<file path="src/core/rcf_pkg.sv">
// Purpose: shared constants for the reset cause flags and clock select block
// Assumes: 16-bit cause register mapped into 32-bit AXI4-Lite words
// Notes: bit positions other than the two lowest flags are local choices
// =============================================================
// package
package rcf_pkg;
  // address decode width of the register slave
  localparam int ADDR_W = 8;
  localparam logic [7:0] OFF_CAUSE = 8'h00;
  localparam logic [7:0] OFF_CLKSTAT = 8'h04;
  // cause register bit positions
  localparam int B_POR = 0;
  localparam int B_BROWN = 1;
  localparam int B_IDLE = 2;
  localparam int B_SLEEP = 3;
  localparam int B_WDOG_TO = 4;
  localparam int B_SWDT = 5;
  localparam int B_SOFT_RST = 6;
  localparam int B_EXTR = 7;
  localparam int B_CFGM = 8;
  localparam int B_ILLOP = 9;
  localparam int B_DEEP = 10;
  localparam int B_TRAP = 15;
  // value after power-on reset: power-on and brown-out flags set
  localparam logic [15:0] CAUSE_RST = 16'h0003;
  // implemented bits; the rest read as zero
  localparam logic [15:0] CAUSE_MASK = 16'h87FF;
  // clock status register fields
  localparam int B_OSC_LO = 0;
  localparam int B_SWEN = 4;
  localparam int B_WDRUN = 5;
  localparam logic [2:0] OSC_RST = 3'h0;
  localparam logic [1:0] RESP_OKAY = 2'h0;
  localparam logic [1:0] RESP_DECERR = 2'h3;
  // clock select sequencing
  typedef enum logic [0:0] {
    RCF_CS_LOAD = 1'b0,
    RCF_CS_RUN = 1'b1
  } rcf_cs_state_t;
endpackage : rcf_pkg

</file>
<file path="src/core/rcf_if.sv">
// Purpose: carriers between the top and its register slave and clock selector
// Assumes: all signals on aclk
// Notes: read data and responses are combinational from the register side
`timescale 1ns/1ps
// =============================================================
// register access carrier
interface rcf_reg_if;
  logic wr_en;
  logic [7:0] wr_addr;
  logic [31:0] wdata;
  logic [3:0] wstrb;
  logic wr_ok;
  logic [7:0] rd_addr;
  logic [31:0] rd_data;
  logic rd_ok;
  modport slv (output wr_en, output wr_addr, output wdata, output wstrb, input wr_ok,
               output rd_addr, input rd_data, input rd_ok);
  modport regs (input wr_en, input wr_addr, input wdata, input wstrb, output wr_ok,
                input rd_addr, output rd_data, output rd_ok);
endinterface : rcf_reg_if

// =============================================================
// clock select carrier
interface rcf_clk_if;
  logic brown_evt;
  logic warm_evt;
  logic sw_en;
  logic [2:0] fuse_osc;
  logic [2:0] cur_osc;
  logic [2:0] osc_sel;
  modport top (output brown_evt, output warm_evt, output sw_en, output fuse_osc,
               output cur_osc, input osc_sel);
  modport sel (input brown_evt, input warm_evt, input sw_en, input fuse_osc,
               input cur_osc, output osc_sel);
endinterface : rcf_clk_if

</file>
<file path="src/core/rcf_axil.sv">
// Purpose: AXI4-Lite slave front end for the cause register block
// Assumes: one write and one read outstanding at most
// Notes: write answers 2 edges after both halves are taken, read 1 edge
`timescale 1ns/1ps
module rcf_axil (
  input wire logic aclk,
  input wire logic aresetn,
  input wire logic [7:0] awaddr,
  input wire logic awvalid,
  output logic awready,
  input wire logic [31:0] wdata,
  input wire logic [3:0] wstrb,
  input wire logic wvalid,
  output logic wready,
  output logic [1:0] bresp,
  output logic bvalid,
  input wire logic bready,
  input wire logic [7:0] araddr,
  input wire logic arvalid,
  output logic arready,
  output logic [31:0] rdata,
  output logic [1:0] rresp,
  output logic rvalid,
  input wire logic rready,
  rcf_reg_if.slv rif
);
  logic aw_full_q;
  logic w_full_q;
  logic [7:0] awaddr_q;
  logic [31:0] wdata_q;
  logic [3:0] wstrb_q;
  logic wr_fire;

  // =============================================================
  // write path: address and data taken in either order
  assign awready = !aw_full_q && !bvalid;
  assign wready = !w_full_q && !bvalid;
  assign wr_fire = aw_full_q && w_full_q && !bvalid;
  assign rif.wr_en = wr_fire;
  assign rif.wr_addr = awaddr_q;
  assign rif.wdata = wdata_q;
  assign rif.wstrb = wstrb_q;

  // address half
  always_ff @(posedge aclk) begin
    if (!aresetn) begin
      aw_full_q <= 1'b0;
      awaddr_q <= 8'h00;
    end else if (awvalid && awready) begin
      aw_full_q <= 1'b1;
      awaddr_q <= awaddr;
    end else if (wr_fire) begin
      aw_full_q <= 1'b0;
    end
  end

  // data half
  always_ff @(posedge aclk) begin
    if (!aresetn) begin
      w_full_q <= 1'b0;
      wdata_q <= 32'h0000_0000;
      wstrb_q <= 4'h0;
    end else if (wvalid && wready) begin
      w_full_q <= 1'b1;
      wdata_q <= wdata;
      wstrb_q <= wstrb;
    end else if (wr_fire) begin
      w_full_q <= 1'b0;
    end
  end

  // response stands until the master takes it
  always_ff @(posedge aclk) begin
    if (!aresetn) begin
      bvalid <= 1'b0;
      bresp <= rcf_pkg::RESP_OKAY;
    end else if (wr_fire) begin
      bvalid <= 1'b1;
      bresp <= rif.wr_ok ? rcf_pkg::RESP_OKAY : rcf_pkg::RESP_DECERR;
    end else if (bready) begin
      bvalid <= 1'b0;
    end
  end

  // =============================================================
  // read path: data sampled at the address handshake
  assign arready = !rvalid;
  assign rif.rd_addr = araddr;

  always_ff @(posedge aclk) begin
    if (!aresetn) begin
      rvalid <= 1'b0;
      rdata <= 32'h0000_0000;
      rresp <= rcf_pkg::RESP_OKAY;
    end else if (arvalid && arready) begin
      rvalid <= 1'b1;
      rdata <= rif.rd_data;
      rresp <= rif.rd_ok ? rcf_pkg::RESP_OKAY : rcf_pkg::RESP_DECERR;
    end else if (rready) begin
      rvalid <= 1'b0;
    end
  end
endmodule : rcf_axil

</file>
<file path="src/core/rcf_clksel.sv">
// Purpose: picks the system clock source after each kind of reset
// Assumes: fuse and current oscillator fields are stable on aclk
// Notes: power-on load happens on the first edge after reset release
`timescale 1ns/1ps
module rcf_clksel (
  input wire logic aclk,
  input wire logic aresetn,
  rcf_clk_if.sel cif
);
  rcf_pkg::rcf_cs_state_t state_q;
  logic [2:0] osc_q;

  assign cif.osc_sel = osc_q;

  // =============================================================
  // first edge after release loads the fuses; fuses are not sampled in reset
  always_ff @(posedge aclk) begin
    if (!aresetn) begin
      state_q <= rcf_pkg::RCF_CS_LOAD;
    end else begin
      unique case (state_q)
        rcf_pkg::RCF_CS_LOAD: state_q <= rcf_pkg::RCF_CS_RUN;
        rcf_pkg::RCF_CS_RUN: state_q <= rcf_pkg::RCF_CS_RUN;
      endcase
    end
  end

  // source selection by reset type
  always_ff @(posedge aclk) begin
    if (!aresetn) begin
      osc_q <= rcf_pkg::OSC_RST;
    end else if (state_q == rcf_pkg::RCF_CS_LOAD || cif.brown_evt) begin
      osc_q <= cif.fuse_osc;
    end else if (cif.warm_evt) begin
      osc_q <= cif.sw_en ? cif.cur_osc : cif.fuse_osc;
    end
  end
endmodule : rcf_clksel

</file>
<file path="src/core/rcf_top.sv">
// Purpose: reset cause flags, watchdog run control and clock source select
// Assumes: aresetn is the power-on reset; event inputs are one-cycle pulses on aclk
// Notes: the external reset pin is asynchronous and passes two flip-flops
//
// Register access over AXI4-Lite and the address map were left to the implementer.
`timescale 1ns/1ps
module rcf_top (
  input wire logic aclk,
  input wire logic aresetn,
  input wire logic [7:0] awaddr,
  input wire logic awvalid,
  output logic awready,
  input wire logic [31:0] wdata,
  input wire logic [3:0] wstrb,
  input wire logic wvalid,
  output logic wready,
  output logic [1:0] bresp,
  output logic bvalid,
  input wire logic bready,
  input wire logic [7:0] araddr,
  input wire logic arvalid,
  output logic arready,
  output logic [31:0] rdata,
  output logic [1:0] rresp,
  output logic rvalid,
  input wire logic rready,
  input wire logic brownout_evt,
  input wire logic trap_conflict_evt,
  input wire logic illegal_op_evt,
  input wire logic cfg_mismatch_evt,
  input wire logic software_reset,
  input wire logic watchdog_timeout_reset,
  input wire logic power_saving_sleep_evt,
  input wire logic power_saving_idle_evt,
  input wire logic deep_sleep_enable,
  input wire logic external_reset_pin_n,
  input wire logic watchdog_fuse_enable,
  input wire logic clk_switch_enable,
  input wire logic [2:0] new_osc_fuse_field,
  input wire logic [2:0] current_osc_field,
  output logic watchdog_run,
  output logic [2:0] osc_select,
  output logic [15:0] cause_flags
);
  rcf_reg_if rif ();
  rcf_clk_if cif ();

  logic [15:0] reset_cause_status_q;
  logic [15:0] reset_cause_status_d;
  logic [15:0] hw_set;
  logic [15:0] hw_clr;
  logic [15:0] wr_mask;
  logic pin_meta_q;
  logic pin_sync_q;
  logic ext_evt;
  logic power_saving_evt;
  logic cause_wr;
  logic watchdog_run_q;

  // =============================================================
  // address decode shared by the read and write sides
  function automatic logic reg_hit(input logic [7:0] addr);
    reg_hit = (addr == rcf_pkg::OFF_CAUSE) || (addr == rcf_pkg::OFF_CLKSTAT);
  endfunction : reg_hit

  // =============================================================
  // bus slave
  rcf_axil u_axil (
    .aclk(aclk),
    .aresetn(aresetn),
    .awaddr(awaddr),
    .awvalid(awvalid),
    .awready(awready),
    .wdata(wdata),
    .wstrb(wstrb),
    .wvalid(wvalid),
    .wready(wready),
    .bresp(bresp),
    .bvalid(bvalid),
    .bready(bready),
    .araddr(araddr),
    .arvalid(arvalid),
    .arready(arready),
    .rdata(rdata),
    .rresp(rresp),
    .rvalid(rvalid),
    .rready(rready),
    .rif(rif)
  );

  // =============================================================
  // external reset pin synchroniser; only the second stage is read
  always_ff @(posedge aclk) begin
    if (!aresetn) begin
      pin_meta_q <= 1'b0;
      pin_sync_q <= 1'b0;
    end else begin
      pin_meta_q <= !external_reset_pin_n;
      pin_sync_q <= pin_meta_q;
    end
  end

  assign ext_evt = pin_sync_q;
  assign power_saving_evt = power_saving_sleep_evt || power_saving_idle_evt;

  // =============================================================
  // hardware set and clear vectors for the cause flags
  always_comb begin
    hw_set = 16'h0000;
    hw_set[rcf_pkg::B_BROWN] = brownout_evt;
    hw_set[rcf_pkg::B_TRAP] = trap_conflict_evt;
    hw_set[rcf_pkg::B_ILLOP] = illegal_op_evt;
    hw_set[rcf_pkg::B_CFGM] = cfg_mismatch_evt;
    hw_set[rcf_pkg::B_EXTR] = ext_evt;
    hw_set[rcf_pkg::B_SOFT_RST] = software_reset;
    hw_set[rcf_pkg::B_WDOG_TO] = watchdog_timeout_reset;
    hw_set[rcf_pkg::B_SLEEP] = power_saving_sleep_evt;
    hw_set[rcf_pkg::B_IDLE] = power_saving_idle_evt;
    hw_set[rcf_pkg::B_DEEP] = power_saving_sleep_evt && deep_sleep_enable;
    hw_clr = 16'h0000;
    hw_clr[rcf_pkg::B_WDOG_TO] = power_saving_evt;
  end

  // software write mask, low two byte lanes only
  assign cause_wr = rif.wr_en && (rif.wr_addr == rcf_pkg::OFF_CAUSE);
  assign wr_mask = cause_wr ? ({{8{rif.wstrb[1]}}, {8{rif.wstrb[0]}}} & rcf_pkg::CAUSE_MASK)
                            : 16'h0000;

  // next value: a hardware set wins over any clear in the same cycle
  always_comb begin
    reset_cause_status_d = reset_cause_status_q & ~hw_clr;
    reset_cause_status_d = (reset_cause_status_d & ~wr_mask)
                         | (rif.wdata[15:0] & wr_mask);
    reset_cause_status_d = (reset_cause_status_d | hw_set) & rcf_pkg::CAUSE_MASK;
  end

  // power-on reset is the only hardware clear of most flags
  always_ff @(posedge aclk) begin
    if (!aresetn) begin
      reset_cause_status_q <= rcf_pkg::CAUSE_RST;
    end else begin
      reset_cause_status_q <= reset_cause_status_d;
    end
  end

  assign cause_flags = reset_cause_status_q;

  // =============================================================
  // watchdog run: the fuse overrides the software enable bit
  always_ff @(posedge aclk) begin
    if (!aresetn) begin
      watchdog_run_q <= 1'b0;
    end else begin
      watchdog_run_q <= watchdog_fuse_enable
                     || reset_cause_status_q[rcf_pkg::B_SWDT];
    end
  end

  assign watchdog_run = watchdog_run_q;

  // =============================================================
  // clock source selection
  assign cif.brown_evt = brownout_evt;
  assign cif.warm_evt = ext_evt || watchdog_timeout_reset || software_reset;
  assign cif.sw_en = clk_switch_enable;
  assign cif.fuse_osc = new_osc_fuse_field;
  assign cif.cur_osc = current_osc_field;
  assign osc_select = cif.osc_sel;

  rcf_clksel u_clksel (
    .aclk(aclk),
    .aresetn(aresetn),
    .cif(cif)
  );

  // =============================================================
  // register read mux and decode answers; unmapped words read zero
  always_comb begin
    rif.rd_data = 32'h0000_0000;
    if (rif.rd_addr == rcf_pkg::OFF_CAUSE) begin
      rif.rd_data[15:0] = reset_cause_status_q;
    end else if (rif.rd_addr == rcf_pkg::OFF_CLKSTAT) begin
      rif.rd_data[rcf_pkg::B_OSC_LO +: 3] = cif.osc_sel;
      rif.rd_data[rcf_pkg::B_SWEN] = clk_switch_enable;
      rif.rd_data[rcf_pkg::B_WDRUN] = watchdog_run_q;
    end
  end

  // status word is read-only; writes to it are accepted and dropped
  assign rif.rd_ok = reg_hit(rif.rd_addr);
  assign rif.wr_ok = reg_hit(rif.wr_addr);
endmodule : rcf_top

</file>
<file path="config.mk">
export PLATFORM = sky130hd
export DESIGN_NAME = rcf_top
export DESIGN_NICKNAME = d
export VERILOG_FILES = /design/src/core/rcf_pkg.sv /design/src/core/rcf_if.sv /design/src/core/rcf_axil.sv /design/src/core/rcf_clksel.sv /design/src/core/rcf_top.sv
export SDC_FILE = /design/constraint.sdc
export NUM_CORES = 1
export LEC_CHECK = 0
export ABC_AREA = 1
export BUFFER_PORTS_ARGS = -buffer_cell sky130_fd_sc_hd__buf_2
export CAP_MARGIN = 0
export CORE_MARGIN = 5
export CORE_UTILIZATION = 45
export CTS_CLUSTER_DIAMETER = 80
export DETAILED_ROUTE_END_ITERATION = 12
export PLACE_DENSITY_LB_ADDON = 0.3
export SLEW_MARGIN = 30
export SYNTH_ARGS = -nofsm -noshare
export SYNTH_HDL_FRONTEND = slang
export SYNTH_SLANG_ARGS = --single-unit
</file>
<file path="constraint.sdc">
create_clock -name aclk -period 1.28 [get_ports aclk]
set_input_delay 0.256 -clock aclk [delete_from_list [all_inputs] [get_ports aclk]]
set_output_delay 0.256 -clock aclk [all_outputs]
set_load 0.01 [all_outputs]
</file>
==> out/results.txt <==
Clock Latency Late Sink - 0.32 ns
CTS Buf Count - 9
min cycle time layout - 1.23 ns
unrepaired setup endpoints after global routing - yes
hold buffers post-CTS - 0
Worst Hold Margin - 0.0936 ns
Setup Fix Bufs, Post-CTS - 0
most frequent cells in the layout - buf_2 (91), nor2_1 (59), dfxtp_1 (54)
Max Fclk - 811 MHz
nets@finish - 531
Syn. warnings - 0
Resized cells post-CTS - 0
Avg Vias per Cell - 4.60
arrival time worst endpoint - 1.50 ns
Tot GR Track Use - 16.4%
fin crit share - 96.3%
Layout Skew - 0.00682 ns
CTS Root Cell - clkbuf_8
Int Pwr - 2.94 mW
fraction of layout cells with a size suffix above 1 - 30.7%
# DRC - 0
power share of the sequential group - 50.3%
pwr dens - 1250 nW/um^2
H-tree levels - 3
maximum clock path buffer count - 2
Post-Syn Area per Cell - 7.38 sq um
Post-Route WL - 6230 um
I/O Buffers - 91
Layout area overhead - 24.4%
outcome - finished, final reports clean
Clk pwr share - 33.2%
Final Slew Violations - 0
aggregate negative setup slack - 0 ns
Antenna Cells - 0
Die Width - 86.9 um
Initial Util - 45.7%
leakage - 1.73 nW
startpoint type of the worst setup path - flip-flop
Core Area - 5820 sq um
full die area - 7540 sq um
DRT antenna net count - 0
Worst Hold Class - in2reg
worst-path fanout max - 7
GP Congestion - 0.758
post-DR wirelength/cell - 11.7 um
vias - 2455
Initial DRC Count - 101
Detail Placement HPWL - 4690 um
Syn Inst Count - 360
final-report hold violation count - 0
CTS Sinks - 59
DRT Pass-1 Iters - 5
num ports - 138
# rows - 28
antenna violations before repair - 0
most common cell after layout, fill and taps aside - buf_2
CTS tree - done
vias in the first global route - 2187
max_cap viols - 0
Clk pin slew, worst setup/hold paths - 0.07 ns
first-pass GRT wire length - 9740 um
crit end category - flip-flop
Critical Path RT - 1.55 ns
Yosys cell types - 29
Psw - 1.19 mW
final core occ - 56.8%
GRT overflow - 0
Critical Setup Path Class - reg2reg
Die Ht - 86.9 um
Switching Fraction - 28.9%
Combinational Power Share - 16.5%
register area share after synthesis - 44.4%
fillers - 578
Worst VDD drop - 850 uV
setup violators final - 0
largest net degree at the start of global routing - 39
Synth Register Bits - 59
Synth Cell Area - 2660 sq um
routing by layer:
metal	GRT usage [%]	wire, um	vias up
met3	5.68	593	5
met2	26.5	2990	85
met4	6.37	43	0
met5	0	0	-
met1	20.0	2610	1081
li1	-	-	1284
area by class of cell:
type | instances | area [sq um] | area share, %
Inverter | 44 | 170 | 5.15
Clock inverter | 6 | 32.5 | 0.984
Clock buffer | 10 | 128 | 3.86
Timing Repair Buffer | 99 | 544 | 16.5
Multi-Input combinational cell | 241 | 1150 | 34.8
Tap cell | 75 | 93.8 | 2.84
Sequential cell | 59 | 1190 | 35.9
cells in the mapped netlist (all sizes together):
library cell | instances | share of area [%]
nor2 | 66 | 10
dfxtp | 59 | 44
nand2 | 54 | 8.1
inv | 43 | 6.1
o21ai | 38 | 7.2
buf | 37 | 10
nand3 | 25 | 5.8
a21oi | 19 | 3.6
nand4 | 10 | 2.4
clkbuf | 3 | 0.61
a31oi | 1 | 0.24
and2 | 1 | 0.24
clkinv | 1 | 0.14
conb | 1 | 0.14
nor3 | 1 | 0.38
o21a | 1 | 0.28
worst max-delay path: stages, from the launching register on:
cell,delay [ns]
dfxtp_2,0.33
nor2_4,0.12
nand2_4,0.07
nor2_8,0.20
buf_4,0.16
nand4_1,0.09
nand3_1,0.11
nand2_1,0.05
inv_1,0.04
flip-flops by register name (all words and copies together), names as in the netlist, named ones only:
signal                cells
ext_evt                   1
u_axil.rvalid             1
u_axil.rif.wstrb          2
u_axil.bvalid             1
pin_meta_q                1
u_axil.rif.wr_addr        8
u_axil.rresp              1
cause_flags              10
u_axil.bresp              1
u_axil.aw_full_q          1
u_axil.w_full_q           1
watchdog_run              1
u_clksel.state_q          1
u_axil.rdata             12
u_clksel.cif.osc_sel      3
u_axil.rif.wdata         12
final timing paths:
kind / endpoint / slack (ns) / start / cells past startpoint
setup reg to reg: cause_flags[4] / 0.05 / u_axil.rif.wr_addr[5] / 8
setup / recovery: cause_flags[4] / 0.05 / u_axil.rif.wr_addr[5] / 8
hold / removal: pin_meta_q / 0.09 / external_reset_pin_n / 2
hold reg to reg: ext_evt / 0.44 / pin_meta_q / 2
power by group through the flow:
stage               logic [mW]  registers, mW  clock network (mW)
floorplan                0.458           2.12                   0
global placement         0.646           2.11                   0
detailed placement       0.659           2.11                   0
CTS                      0.663           2.07                1.42
global route             0.775           2.09                1.52
finish                   0.681           2.08                1.38
metrics by stage:
step / std cells / setup WS [ns] / instance area, sq um / power, mW
floorplan: 383 / 0.102 / 2740 / 2.57
global placement: 517 / 0.0582 / 3090 / 2.75
detailed placement: 517 / 0.0363 / 3090 / 2.77
CTS: 533 / 0.0122 / 3250 / 4.15
global route: 534 / -0.0400 / 3310 / 4.39
finish: 534 / 0.0469 / 3310 / 4.14
kinds of logic (layout without fill, tap and decap cells):
kind of cell / Yosys count / count (layout) / share of synthesized area (%)
other: 1 / 24 / 0.141
flip-flops: 59 / 59 / 44.4
AND/OR/NAND/NOR: 157 / 158 / 27.1
AO/OA/AOI/OAI: 59 / 59 / 11.3
buffers and inverters: 84 / 159 / 17.0
No activity file was read; power rests on OpenSTA's default activity.
